--- config.mk ---
export PLATFORM = sky130hd
export DESIGN_NAME = ccic_ctrl
export DESIGN_NICKNAME = d
export VERILOG_FILES = /design/src/ccic_ctrl.v /design/src/ccic_wdog.v
export VERILOG_INCLUDE_DIRS = /design/src
export SDC_FILE = /design/constraint.sdc
export NUM_CORES = 1
export LEC_CHECK = 0
export ABC_AREA = 1
export BUFFER_PORTS_ARGS = -buffer_cell sky130_fd_sc_hd__buf_2
export CAP_MARGIN = 40
export CELL_PAD_IN_SITES_DETAIL_PLACEMENT = 1
export CELL_PAD_IN_SITES_GLOBAL_PLACEMENT = 1
export CORE_MARGIN = 2
export CORE_UTILIZATION = 41
export DETAILED_ROUTE_END_ITERATION = 10
export PLACE_DENSITY_LB_ADDON = 0.1
export SLEW_MARGIN = 0
export SYNTH_ARGS = -nofsm -noshare
export SYNTH_HDL_FRONTEND = slang
export SYNTH_SLANG_ARGS = --single-unit
--- constraint.sdc ---
create_clock -name REF_CLK -period 2.1 [get_ports REF_CLK]
set_clock_uncertainty 0.15 [all_clocks]
set_input_delay 0.105 -clock REF_CLK [delete_from_list [all_inputs] [get_ports REF_CLK]]
set_output_delay 0.105 -clock REF_CLK [all_outputs]
set_load 0.01 [all_outputs]
--- src/ccic_map.vh ---
// register map, field positions and timing constants of the control channel
`ifndef CCIC_MAP_VH
`define CCIC_MAP_VH
// -----------------------------------------------------------------------
// register offsets
// -----------------------------------------------------------------------
`define CCIC_OFS_BUS_CTRL2 8'h06
`define CCIC_OFS_REMOTE_SERIALIZER_ID 8'h07
`define CCIC_OFS_TGT_ADDR0 8'h08
`define CCIC_OFS_TGT_ADDR1 8'h09
`define CCIC_OFS_ALIAS0 8'h10
`define CCIC_OFS_ALIAS1 8'h11
// -----------------------------------------------------------------------
// reset values and field positions
// -----------------------------------------------------------------------
`define CCIC_RST_BYTE 8'h00
`define CCIC_RST_ADDR 7'h00
`define CCIC_BIT_SEQ_ERR 7
`define CCIC_BIT_SEQ_CLR 6
`define CCIC_BIT_DLY_HI 4
`define CCIC_BIT_DLY_LO 3
`define CCIC_BIT_WR_BLOCK 2
`define CCIC_BIT_WD_FAST 1
`define CCIC_BIT_WD_OFF 0
`define CCIC_BIT_FREEZE 0
`define CCIC_BIT_ADDR_HI 7
`define CCIC_BIT_ADDR_LO 1
// -----------------------------------------------------------------------
// timing
// -----------------------------------------------------------------------
`define CCIC_CLK_NS 4
`define CCIC_SDA_DLY_BASE_NS 250
`define CCIC_SDA_DLY_STEP_NS 50
`define CCIC_WD_LONG_NS 1000000000
`define CCIC_WD_SHORT_NS 50000
`define CCIC_RCV_HALF_NS 5000
`define CCIC_RCV_PULSES 9
`define CCIC_RCV_EDGES (2 * `CCIC_RCV_PULSES)
`endif

--- src/ccic_ctrl.v ---
// control channel bus configuration, status, remap and watchdog logic
`timescale 1ns/1ps
`default_nettype none
`include "ccic_map.vh"
module ccic_ctrl #(
  parameter [31:0] WD_LONG_CYC = `CCIC_WD_LONG_NS / `CCIC_CLK_NS,
  parameter [31:0] WD_SHORT_CYC = `CCIC_WD_SHORT_NS / `CCIC_CLK_NS,
  parameter [31:0] RCV_HALF_CYC = `CCIC_RCV_HALF_NS / `CCIC_CLK_NS
) (
  // clock and reset
  input wire REF_CLK,
  input wire RSTN,
  // register port of the serial control slave
  input wire [7:0] REG_ADDR,
  input wire [7:0] REG_WDATA,
  input wire REG_WR,
  input wire REG_REMOTE,
  input wire REG_RD,
  output reg [7:0] REG_RDATA,
  output reg REG_WR_REJECT,
  // forward control channel events
  input wire SEQ_ERR,
  input wire [6:0] REMOTE_SERIALIZER_ID_IN,
  input wire REMOTE_SERIALIZER_ID_VALID,
  // local transaction address remap
  input wire [6:0] TXN_ADDR,
  input wire TXN_VALID,
  output reg [6:0] FWD_ADDR,
  output reg FWD_HIT,
  output reg FWD_VALID,
  // local bus pins
  input wire SCL_I,
  input wire SDA_I,
  input wire SDA_DRV_LOW,
  output wire SCL_O,
  output wire SCL_OE_N,
  output wire SDA_O,
  output wire SDA_OE_N,
  output wire BUS_FREE
);
  // ---------------------------------------------------------------------
  // helpers
  // ---------------------------------------------------------------------
  // least delay, so the cycle count rounds up
  function [6:0] dly_cycles;
    input [1:0] code;
    reg [31:0] ns;
    begin
      ns = `CCIC_SDA_DLY_BASE_NS + `CCIC_SDA_DLY_STEP_NS * code;
      ns = (ns + `CCIC_CLK_NS - 1) / `CCIC_CLK_NS;
      dly_cycles = ns[6:0];
    end
  endfunction

  // ---------------------------------------------------------------------
  // registers
  // ---------------------------------------------------------------------
  reg seq_err_reg;
  reg seq_clr_reg;
  reg [1:0] sda_dly_reg;
  reg wr_blk_reg;
  reg wd_fast_reg;
  reg wd_off_reg;
  reg [6:0] rem_id_reg;
  reg freeze_reg;
  reg [6:0] tgt0_reg;
  reg [6:0] tgt1_reg;
  reg [6:0] alias0_reg;
  reg [6:0] alias1_reg;
  wire [7:0] ctrl2 = {seq_err_reg, seq_clr_reg, 1'b0, sda_dly_reg,
                      wr_blk_reg, wd_fast_reg, wd_off_reg};

  function is_wr;
    input [7:0] ofs;
    begin
      is_wr = REG_WR && (REG_ADDR == ofs) && !(REG_REMOTE && wr_blk_reg);
    end
  endfunction

  always @(posedge REF_CLK or negedge RSTN)
  begin
    if (!RSTN)
    begin
      seq_err_reg <= 1'b0;
      seq_clr_reg <= 1'b0;
      sda_dly_reg <= 2'h0;
      wr_blk_reg <= 1'b0;
      wd_fast_reg <= 1'b0;
      wd_off_reg <= 1'b0;
      rem_id_reg <= `CCIC_RST_ADDR;
      freeze_reg <= 1'b0;
      tgt0_reg <= `CCIC_RST_ADDR;
      tgt1_reg <= `CCIC_RST_ADDR;
      alias0_reg <= `CCIC_RST_ADDR;
      alias1_reg <= `CCIC_RST_ADDR;
      REG_WR_REJECT <= 1'b0;
    end
    else
    begin
      REG_WR_REJECT <= REG_WR && REG_REMOTE && wr_blk_reg;
      if (is_wr(`CCIC_OFS_BUS_CTRL2))
      begin
        seq_clr_reg <= REG_WDATA[`CCIC_BIT_SEQ_CLR];
        sda_dly_reg <= REG_WDATA[`CCIC_BIT_DLY_HI:`CCIC_BIT_DLY_LO];
        wr_blk_reg <= REG_WDATA[`CCIC_BIT_WR_BLOCK];
        wd_fast_reg <= REG_WDATA[`CCIC_BIT_WD_FAST];
        wd_off_reg <= REG_WDATA[`CCIC_BIT_WD_OFF];
      end
      // a new error in a clearing cycle is kept
      if (SEQ_ERR)
        seq_err_reg <= 1'b1;
      else if (seq_clr_reg)
        seq_err_reg <= 1'b0;
      if (is_wr(`CCIC_OFS_REMOTE_SERIALIZER_ID))
      begin
        freeze_reg <= REG_WDATA[`CCIC_BIT_FREEZE];
        if (freeze_reg)
          rem_id_reg <= REG_WDATA[`CCIC_BIT_ADDR_HI:`CCIC_BIT_ADDR_LO];
      end
      else if (REMOTE_SERIALIZER_ID_VALID && !freeze_reg)
        rem_id_reg <= REMOTE_SERIALIZER_ID_IN;
      if (is_wr(`CCIC_OFS_TGT_ADDR0))
        tgt0_reg <= REG_WDATA[`CCIC_BIT_ADDR_HI:`CCIC_BIT_ADDR_LO];
      if (is_wr(`CCIC_OFS_TGT_ADDR1))
        tgt1_reg <= REG_WDATA[`CCIC_BIT_ADDR_HI:`CCIC_BIT_ADDR_LO];
      if (is_wr(`CCIC_OFS_ALIAS0))
        alias0_reg <= REG_WDATA[`CCIC_BIT_ADDR_HI:`CCIC_BIT_ADDR_LO];
      if (is_wr(`CCIC_OFS_ALIAS1))
        alias1_reg <= REG_WDATA[`CCIC_BIT_ADDR_HI:`CCIC_BIT_ADDR_LO];
    end
  end

  // ---------------------------------------------------------------------
  // read back
  // ---------------------------------------------------------------------
  always @(posedge REF_CLK or negedge RSTN)
  begin
    if (!RSTN)
      REG_RDATA <= `CCIC_RST_BYTE;
    else if (REG_RD)
    begin
      if (REG_ADDR == `CCIC_OFS_BUS_CTRL2)
        REG_RDATA <= ctrl2;
      else if (REG_ADDR == `CCIC_OFS_REMOTE_SERIALIZER_ID)
        REG_RDATA <= {rem_id_reg, freeze_reg};
      else if (REG_ADDR == `CCIC_OFS_TGT_ADDR0)
        REG_RDATA <= {tgt0_reg, 1'b0};
      else if (REG_ADDR == `CCIC_OFS_TGT_ADDR1)
        REG_RDATA <= {tgt1_reg, 1'b0};
      else if (REG_ADDR == `CCIC_OFS_ALIAS0)
        REG_RDATA <= {alias0_reg, 1'b0};
      else if (REG_ADDR == `CCIC_OFS_ALIAS1)
        REG_RDATA <= {alias1_reg, 1'b0};
      else
        REG_RDATA <= `CCIC_RST_BYTE;
    end
  end

  // ---------------------------------------------------------------------
  // address remap
  // ---------------------------------------------------------------------
  always @(posedge REF_CLK or negedge RSTN)
  begin
    if (!RSTN)
    begin
      FWD_ADDR <= `CCIC_RST_ADDR;
      FWD_HIT <= 1'b0;
      FWD_VALID <= 1'b0;
    end
    else
    begin
      FWD_VALID <= TXN_VALID;
      if (TXN_VALID)
      begin
        // slot 0 wins if both aliases hold the same address
        if (TXN_ADDR == alias0_reg)
        begin
          FWD_ADDR <= tgt0_reg;
          FWD_HIT <= 1'b1;
        end
        else if (TXN_ADDR == alias1_reg)
        begin
          FWD_ADDR <= tgt1_reg;
          FWD_HIT <= 1'b1;
        end
        else
        begin
          FWD_ADDR <= TXN_ADDR;
          FWD_HIT <= 1'b0;
        end
      end
    end
  end

  // ---------------------------------------------------------------------
  // pin synchronisers
  // ---------------------------------------------------------------------
  reg [2:0] scl_sync_reg;
  reg [2:0] sda_sync_reg;
  reg scl_lvl_reg;
  reg sda_lvl_reg;
  wire scl_next = (scl_sync_reg[1] == scl_sync_reg[2]) ?
                  scl_sync_reg[2] : scl_lvl_reg;
  wire sda_next = (sda_sync_reg[1] == sda_sync_reg[2]) ?
                  sda_sync_reg[2] : sda_lvl_reg;
  wire scl_fall = scl_lvl_reg && !scl_next;
  wire bus_act = (scl_next != scl_lvl_reg) || (sda_next != sda_lvl_reg);

  always @(posedge REF_CLK or negedge RSTN)
  begin
    if (!RSTN)
    begin
      scl_sync_reg <= 3'h7;
      sda_sync_reg <= 3'h7;
      scl_lvl_reg <= 1'b1;
      sda_lvl_reg <= 1'b1;
    end
    else
    begin
      scl_sync_reg <= {scl_sync_reg[1:0], SCL_I};
      sda_sync_reg <= {sda_sync_reg[1:0], SDA_I};
      scl_lvl_reg <= scl_next;
      sda_lvl_reg <= sda_next;
    end
  end

  // ---------------------------------------------------------------------
  // sda output delay after each scl fall
  // ---------------------------------------------------------------------
  reg [6:0] dly_cnt_reg;
  reg sda_low_reg;
  always @(posedge REF_CLK or negedge RSTN)
  begin
    if (!RSTN)
    begin
      dly_cnt_reg <= 7'h0;
      sda_low_reg <= 1'b0;
    end
    else if (scl_fall)
      dly_cnt_reg <= dly_cycles(sda_dly_reg);
    else if (dly_cnt_reg != 7'h0)
    begin
      dly_cnt_reg <= dly_cnt_reg - 7'h1;
      if (dly_cnt_reg == 7'h1)
        sda_low_reg <= SDA_DRV_LOW;
    end
  end

  // ---------------------------------------------------------------------
  // watchdog
  // ---------------------------------------------------------------------
  wire scl_low;
  wire recovering;
  ccic_wdog #(
    .WD_LONG_CYC(WD_LONG_CYC),
    .WD_SHORT_CYC(WD_SHORT_CYC),
    .RCV_HALF_CYC(RCV_HALF_CYC)
  ) u_wdog (
    .clk(REF_CLK),
    .rst_n(RSTN),
    .wd_off(wd_off_reg),
    .wd_fast(wd_fast_reg),
    .sda_lvl(sda_lvl_reg),
    .bus_act(bus_act),
    .bus_free_reg(BUS_FREE),
    .scl_low_reg(scl_low),
    .recovering(recovering)
  );

  // open drain: only ever drive low; sda is released during recovery
  assign SCL_O = 1'b0;
  assign SCL_OE_N = ~scl_low;
  assign SDA_O = 1'b0;
  assign SDA_OE_N = ~(sda_low_reg && !recovering);
endmodule // ccic_ctrl
`default_nettype wire

--- src/ccic_wdog.v ---
// local bus watchdog: bus-free detection and nine-pulse scl recovery
`timescale 1ns/1ps
`default_nettype none
`include "ccic_map.vh"
module ccic_wdog #(
  parameter [31:0] WD_LONG_CYC = `CCIC_WD_LONG_NS / `CCIC_CLK_NS,
  parameter [31:0] WD_SHORT_CYC = `CCIC_WD_SHORT_NS / `CCIC_CLK_NS,
  parameter [31:0] RCV_HALF_CYC = `CCIC_RCV_HALF_NS / `CCIC_CLK_NS
) (
  // clock and reset
  input wire clk,
  input wire rst_n,
  // control
  input wire wd_off,
  input wire wd_fast,
  // filtered bus levels and activity
  input wire sda_lvl,
  input wire bus_act,
  // results
  output reg bus_free_reg,
  output reg scl_low_reg,
  output wire recovering
);
  localparam ST_IDLE = 1'b0;
  localparam ST_RCV = 1'b1;
  localparam [4:0] RCV_EDGES = `CCIC_RCV_EDGES;
  reg state_reg;
  reg [31:0] idle_cnt_reg;
  reg [31:0] half_cnt_reg;
  reg [4:0] edge_cnt_reg;
  wire [31:0] limit = wd_fast ? WD_SHORT_CYC : WD_LONG_CYC;
  wire expired = (idle_cnt_reg >= limit - 32'h1);
  // one half period of the recovery clock as an enable pulse
  wire half_tick = (half_cnt_reg == RCV_HALF_CYC - 32'h1);
  assign recovering = (state_reg == ST_RCV);

  always @(posedge clk or negedge rst_n)
  begin
    if (!rst_n)
    begin
      state_reg <= ST_IDLE;
      idle_cnt_reg <= 32'h0;
      half_cnt_reg <= 32'h0;
      edge_cnt_reg <= 5'h0;
      bus_free_reg <= 1'b0;
      scl_low_reg <= 1'b0;
    end
    else if (wd_off)
    begin
      // a disabled watchdog neither frees nor recovers the bus
      state_reg <= ST_IDLE;
      idle_cnt_reg <= 32'h0;
      half_cnt_reg <= 32'h0;
      edge_cnt_reg <= 5'h0;
      bus_free_reg <= 1'b0;
      scl_low_reg <= 1'b0;
    end
    else
    begin
      case (state_reg)
        ST_IDLE:
        begin
          if (bus_act)
          begin
            idle_cnt_reg <= 32'h0;
            bus_free_reg <= 1'b0;
          end
          else if (expired)
          begin
            idle_cnt_reg <= 32'h0;
            if (sda_lvl)
              bus_free_reg <= 1'b1;
            else
            begin
              state_reg <= ST_RCV;
              half_cnt_reg <= 32'h0;
              edge_cnt_reg <= 5'h0;
            end
          end
          else
            idle_cnt_reg <= idle_cnt_reg + 32'h1;
        end
        ST_RCV:
        begin
          // own scl toggling is not counted as bus activity
          half_cnt_reg <= half_tick ? 32'h0 : half_cnt_reg + 32'h1;
          if (half_tick)
          begin
            if (edge_cnt_reg == RCV_EDGES)
            begin
              state_reg <= ST_IDLE;
              scl_low_reg <= 1'b0;
            end
            else
            begin
              scl_low_reg <= ~edge_cnt_reg[0];
              edge_cnt_reg <= edge_cnt_reg + 5'h1;
            end
          end
        end
        default: state_reg <= ST_IDLE;
      endcase
    end
  end
endmodule // ccic_wdog
`default_nettype wire
### After elaboration in Yosys (flattened, before gate mapping)

Cells that the tools add are included.

| word-level totals | value |
|---|---|
| register bits after elaboration | 149 |
| input bits | 41 |
| word-level logic and storage cells | 156 |

| cells by class | value |
|---|---|
| add/sub/neg operators | 8 |
| $mul | 1 |
| order comparisons | 1 |
| equality and inequality tests | 22 |
| mux-type cells | 53 |
| bitwise gates (word level) | 5 |
| reduce and logical (&&, ||, !) cells | 37 |

Operator list:

| cell | count |
|---|---|
| $mux W32 | 9 |
| $add A32 B1 Y32 const B | 2 |
| $pmux W32 S2 | 1 |
| $mux W7 | 7 |
| $mux W8 | 6 |
| $eq A32 B11 Y1 const B | 1 |
| $ge A32 B32 Y1 | 1 |
| $sub A32 B1 Y32 const B | 1 |
| $mux W5 | 6 |
| $mux W28 | 1 |
| $mux W1 | 21 |
| $logic_and A1 B1 Y1 | 18 |
| $eq A8 B3 Y1 const B | 2 |
| $eq A8 B4 Y1 const B | 2 |
| $eq A8 B5 Y1 const B | 2 |
| $eq A7 B7 Y1 | 2 |
| $ne A3 B3 Y1 const B | 4 |
| $pmux W5 S2 | 1 |
| $reduce_bool A2 Y1 | 5 |
| $add A8 B8 Y9 const A | 1 |
| $add A9 B3 Y9 const B | 1 |
| $reduce_and A3 Y1 | 3 |
| $sub A9 B1 Y9 const B | 1 |
| $eq A7 B1 Y1 const B | 1 |
| other kinds (16) | 28 |

### Logic depth before layout (Yosys ltp)

| logic depth | value |
|---|---|
| depth after elaboration | 7 |
| depth in mapped cells | 16 |
| gate-level depth less buffers | 15 |

### Cells and area by module

Synthesis repeated with hierarchy kept, for this count alone.

| unflattened totals | value |
|---|---|
| cell total of the unflattened synthesis | 1219 |
| area total of the unflattened synthesis | 9238.9 µm² |

By module, submodules not included:

| module | times used | cells an instance | area an instance (µm²) |
|---|---|---|---|
| ccic_wdog | 1 | 655 | 4943.5 |
| ccic_ctrl | 1 | 564 | 4295.4 |

### Worst setup path after synthesis

No wires, ideal clock.

| path | value |
|---|---|
| kind | register -> register |
| start | register wd_fast_reg |
| end | register u_wdog.edge_cnt_reg[2] |
| arrival | 1918 ps |
| required time | 1833 ps |
| slack | -85 ps |
| stages on the path, launching flop included | 13 |
| clock period less this slack | 2185 ps |
| path through | dfrtp_1 -> ha_1 -> a21o_1 -> nor2_1 -> nand2_1 -> a21oi_1 -> nand2_2 -> buf_6 -> nand2_4 -> nand2_2 -> buf_6 -> nand3_1 -> nand2_1 |

| on the way | value |
|---|---|
| longest elaborated chain between the ends | 5 |

Ends and longest elaborated chain:

| what | RTL line | RTL |
|---|---|---|
| start: declaration | ccic_ctrl.v:62 | `reg wd_fast_reg;` |
| start signal: assignment | ccic_ctrl.v:106 | `` wd_fast_reg <= REG_WDATA[`CCIC_BIT_WD_FAST]; `` |
| $mux W28 | ccic_wdog.v:31 | `wire [31:0] limit = wd_fast ? WD_SHORT_CYC : WD_LONG_CYC;` |
| $sub A32 B1 Y32 | ccic_wdog.v:32 | `wire expired = (idle_cnt_reg >= limit - 32'h1);` |
| $ge A32 B32 Y1 | ccic_wdog.v:32 |  |
| $ne A3 B2 Y1 (no line) | n/a |  |
| $reduce_and A5 Y1 (no line) | n/a |  |
| end signal: assignment | ccic_wdog.v:97 | `edge_cnt_reg <= edge_cnt_reg + 5'h1;` |
| end: declaration | ccic_wdog.v:30 | `reg [4:0] edge_cnt_reg;` |

Every way passes these cells.
A chain may end at the register's enable or synchronous reset.

### Final worst setup path

| path | value |
|---|---|
| start | register wd_fast_reg |
| end | register u_wdog.idle_cnt_reg[18] |

| on the way | value |
|---|---|
| longest elaborated chain between the ends | 7 |

Ends and longest elaborated chain:

| what | RTL line | RTL |
|---|---|---|
| $mux W28 | ccic_wdog.v:31 |  |
| $sub A32 B1 Y32 | ccic_wdog.v:32 |  |
| $ge A32 B32 Y1 | ccic_wdog.v:32 |  |
| $mux W32 | ccic_wdog.v:68 | `else if (expired)` |
| $mux W32 | ccic_wdog.v:63 | `if (bus_act)` |
| $mux W32 | ccic_wdog.v:60 | `case (state_reg)` |
| $mux W32 | ccic_wdog.v:48 | `else if (wd_off)` |
| end signal: assignment | ccic_wdog.v:81 | `idle_cnt_reg <= idle_cnt_reg + 32'h1;` |
| end: declaration | ccic_wdog.v:28 | `reg [31:0] idle_cnt_reg;` |

Every way passes these cells. The select of a mux whose other input is x is not followed.

==> impl_summary.log <==
INFO  metric status = finished, violations left
INFO  metric failing_checks = setup timing
INFO  metric routability_congestion_estimate = 0.868
INFO  metric final-hold-violation-count = 0
INFO  metric place.detailed.hpwl = 20.7 mm
INFO  metric yosys.area.top_type = dfrtp_1
INFO  metric final_period_minus_worst_setup_slack = 2.40 ns
INFO  metric gr-usage-all-layers = 26.7%
INFO  metric post_synth_inst_count = between 1000 and 1500
INFO  metric grt_max_degree = 50
INFO  metric worstPathRequired = 2.31 ns
INFO  metric hold-path-endpoint = freeze_reg
INFO  metric final_layout_size_suffix_gt1_share = 20.3%
INFO  metric unrepaired_setup_endpoints_after_global_routing = true
INFO  metric core.rowCount = 53
INFO  metric drt-total-wl = 29.7 mm
INFO  metric final_setup_violation_count = between 60 and 70
INFO  metric switching_power = 0.00210 W
INFO  metric floorplan.core_area = 21100 um2
INFO  metric cellPowerDensity = 651 nW/um2
INFO  metric postLayoutSetupSlackWorst = -0.301 ns
INFO  metric floorplan.die.width = 151 um
INFO  metric hold_path_depth = 5
INFO  metric tightestPinTransition = between 0.8 and 0.9 ns
INFO  metric r2r_end = u_wdog.idle_cnt_reg[18]
INFO  metric timing.max_cap.violations = 0
INFO  metric cell_area_after_layout = 11500 um2
INFO  metric dpl_cell_area = roughly 10000 um2
INFO  metric initial_utilization = 41.8%
INFO  metric relSlewSlack = 42.7%
INFO  metric fmaxAchievable = 0.417 GHz
INFO  metric holdCritStartpoint = REG_WR
INFO  metric worstPathMaxFanout = 8
INFO  metric clock_tree.root_cell = clkbuf_16
INFO  metric dr.pass1.iters = 4
INFO  metric top_level_ports = 64
INFO  metric synth.yosys.seq_area_share = 42.4%
INFO  metric worst_skew_pair.late_latency = 0.43 ns
INFO  metric detail_route.drc_violations = 0
INFO  metric synth-async-reset-ratio = 100%
INFO  metric post_synth_cell_types = between 40 and 50
INFO  metric worstSetupStartpointType = flip-flop
INFO  metric num_vias = 8707
INFO  metric grt.overflow.total = 0
INFO  metric timing.reg2reg.worst_path_depth = 12
INFO  metric clock_tree_from_tritoncts = built
INFO  metric route.detailed.vias_per_inst = 5.33
INFO  metric clk_pin_slew_worst_paths = 0.07 ns
INFO  metric dp_slack = -0.434 ns
INFO  metric critPathCaptureType = flip-flop
INFO  metric routed_wire_length_per_instance = 18.2 um
INFO  metric netlist_top_cells_area = dfrtp_1 40%, nand2_1 12%, inv_1 6.3%
INFO  metric synth_flop_cell = dfrtp_1
INFO  metric yosys_top_cell_area_share = 40.0%
INFO  metric classification_of_the_worst_setup_path = flip-flop to flip-flop
INFO  metric ys_seq_elements = roughly 150
INFO  metric p_clk_share = 45.1%
INFO  metric mostFrequentLayoutCell = nand2_1
INFO  metric finalSetupTns = -16.40 ns
INFO  metric synth_edf_count = 0
INFO  metric hold_path_class = primary input to flip-flop
INFO  metric drv_slew = 0
INFO  metric final_nets = 1412
INFO  metric postSynthAreaPerCell = 7.51 um2
INFO  metric timing.final.crit_share = 114%
INFO  metric critical_path.reg2reg.startpoint = wd_fast_reg
INFO  metric first_global_vias = 8998
INFO  metric ir_worst_vdd = approximately 0.55 mV
INFO  metric combPwrFrac = 13.1%
INFO  metric grt_antenna_before_repair = 0
INFO  metric synth_warnings = 0
INFO  metric htree_levels = 4
INFO  metric setup_slack_of_the_most_critical_reg_to_reg_path = -0.30 ns
INFO  metric port_buffers = 61
INFO  metric drt_iter0_drc = 354
INFO  metric share_seq_of_total_power = 41.7%
INFO  metric layout_common_cells = 285 x nand2_1, 143 x inv_1, 140 x dfrtp_1, 98 x nor2_1, 93 x nand3_1
INFO  metric mappedNetlistArea = 8820 um2
INFO  metric syn_to_layout_area_delta = 29.9%
INFO  metric cts-root-to-sink-buffers = 2
INFO  metric internal-power = ~0.0054 W
INFO  metric antenna-diode-count = 0
INFO  metric switching_share = between 20% and 30%
INFO  metric drtAntennaViolNets = 0
INFO  metric arrival = 2.61 ns
INFO  metric grt_first_pass_wirelength = between 40 and 50 mm
INFO  metric die_area = 22700 um2
INFO  metric utilization = 54.3%
INFO  metric die_height = roughly 150 um
INFO  metric leakagePower = 5.36 nW
INFO  metric clock_sinks = 149
INFO  metric cts_buffers = 17
[synth_stat cells (10+ instances only)]
library cell  count
a21oi_1          24
buf_2            12
clkbuf_1         12
dfrtp_1         141
ha_1             26
inv_1           147
nand2_1         291
nand3_1          94
nand4_1          32
nor2_1          103
nor3_1           28
nor4_1           10
o21ai_0         110
o21ai_1          10
o22ai_1          12
xnor2_1          14
xor2_1           32
[worst max-delay path by stage]
| stage | slack (ns) | cells after the start | end | startpoint |
|---|---|---|---|---|
| final | -0.30 | 12 | u_wdog.idle_cnt_reg[18] | wd_fast_reg |
| after global routing | -0.40 | 12 | u_wdog.idle_cnt_reg[18] | wd_fast_reg |
| after CTS | -0.18 | 11 | u_wdog.half_cnt_reg[12] | wd_fast_reg |
| after detailed placement | -0.43 | 13 | u_wdog.idle_cnt_reg[5] | wd_fast_reg |
| after global placement | -0.26 | 10 | u_wdog.idle_cnt_reg[16] | wd_fast_reg |
| after floorplan | -0.007 | 14 | u_wdog.half_cnt_reg[5] | wd_fast_reg |
[timing repair]
action | 4_1_cts | 5_1_grt
endpoints found under the hold margin | 196 | 0
cloned | 1 | 1
pin swaps | 12 | 18
setup endpoints to repair | 68 | 71
setup buffers | 11 | 2
hold buffers | 27 | 0
resized for setup | 73 | 31
[final cells by class]
type | instances | area (um2)
fill | 2608 | 9630
timing repair buffer | 181 | 1400
sequential | 149 | 3740
clock buffer | 17 | 425
inverter | 148 | 558
clock inverter | 15 | 218
tap | 275 | 344
multi-input combinational | 848 | 4770
[per-stage QoR]
stage / total power [W] / instances / hold slack (ns)
final: 0.00746 / 1633 / 0.0228
after global routing: 0.00776 / 1633 / 0.0705
after CTS: 0.00747 / 1630 / 0.00733
after detailed placement: 0.00394 / 1559 / -0.0470
after global placement: 0.00391 / 1559 / -0.0550
after floorplan: 0.00356 / 1175 / -0.341
[worst max-delay path, cell delays in order (launching register included)]
cell and delay (ns):
dfrtp_4 0.53, buf_12 0.17, ha_4 0.21, a21oi_2 0.14, nand2_1 0.09, a21oi_2 0.16
nand2_2 0.12, nand2_4 0.11, nand2_8 0.07, nor2_4 0.18, buf_6 0.14, nand2_8 0.10
o21ai_2 0.14
[power groups by stage]
stage | logic [W] | registers [W] | clock network, W
detailed placement | 0.000775 | 0.00317 | 0
global placement | 0.000753 | 0.00316 | 0
floorplan | 0.000407 | 0.00315 | 0
CTS | 0.000957 | 0.00311 | 0.00341
finish | 0.000980 | 0.00311 | 0.00337
global route | 0.00110 | 0.00313 | 0.00354
[per-layer routing]
metal / vias up / GRT usage [%] / part of all wire, % / routed length [um]
met5: - / 0 / 0 / 0
met4: 0 / 7.52 / 2.3 / 693
met3: 49 / 4.61 / 3.6 / 1080
met2: 149 / 45.0 / 48 / 14300
met1: 4317 / 35.3 / 46 / 13500
li1: 4192 / - / - / -
[cells by family after synthesis]
| logic type | after synthesis | synth area share, % |
|---|---|---|
| AND/OR/NAND/NOR | 592 | 29.9 |
| AO/OA/AOI/OAI | 179 | 11.0 |
| buffers and inverters | 179 | 8.17 |
| flip-flops | 149 | 42.4 |
| XOR/XNOR | 46 | 4.57 |
| adder cells (fa/ha/maj) | 27 | 3.80 |
| other | 1 | 0.0425 |
| multiplexers | 1 | 0.128 |
Power figures use the tool's default switching activity.
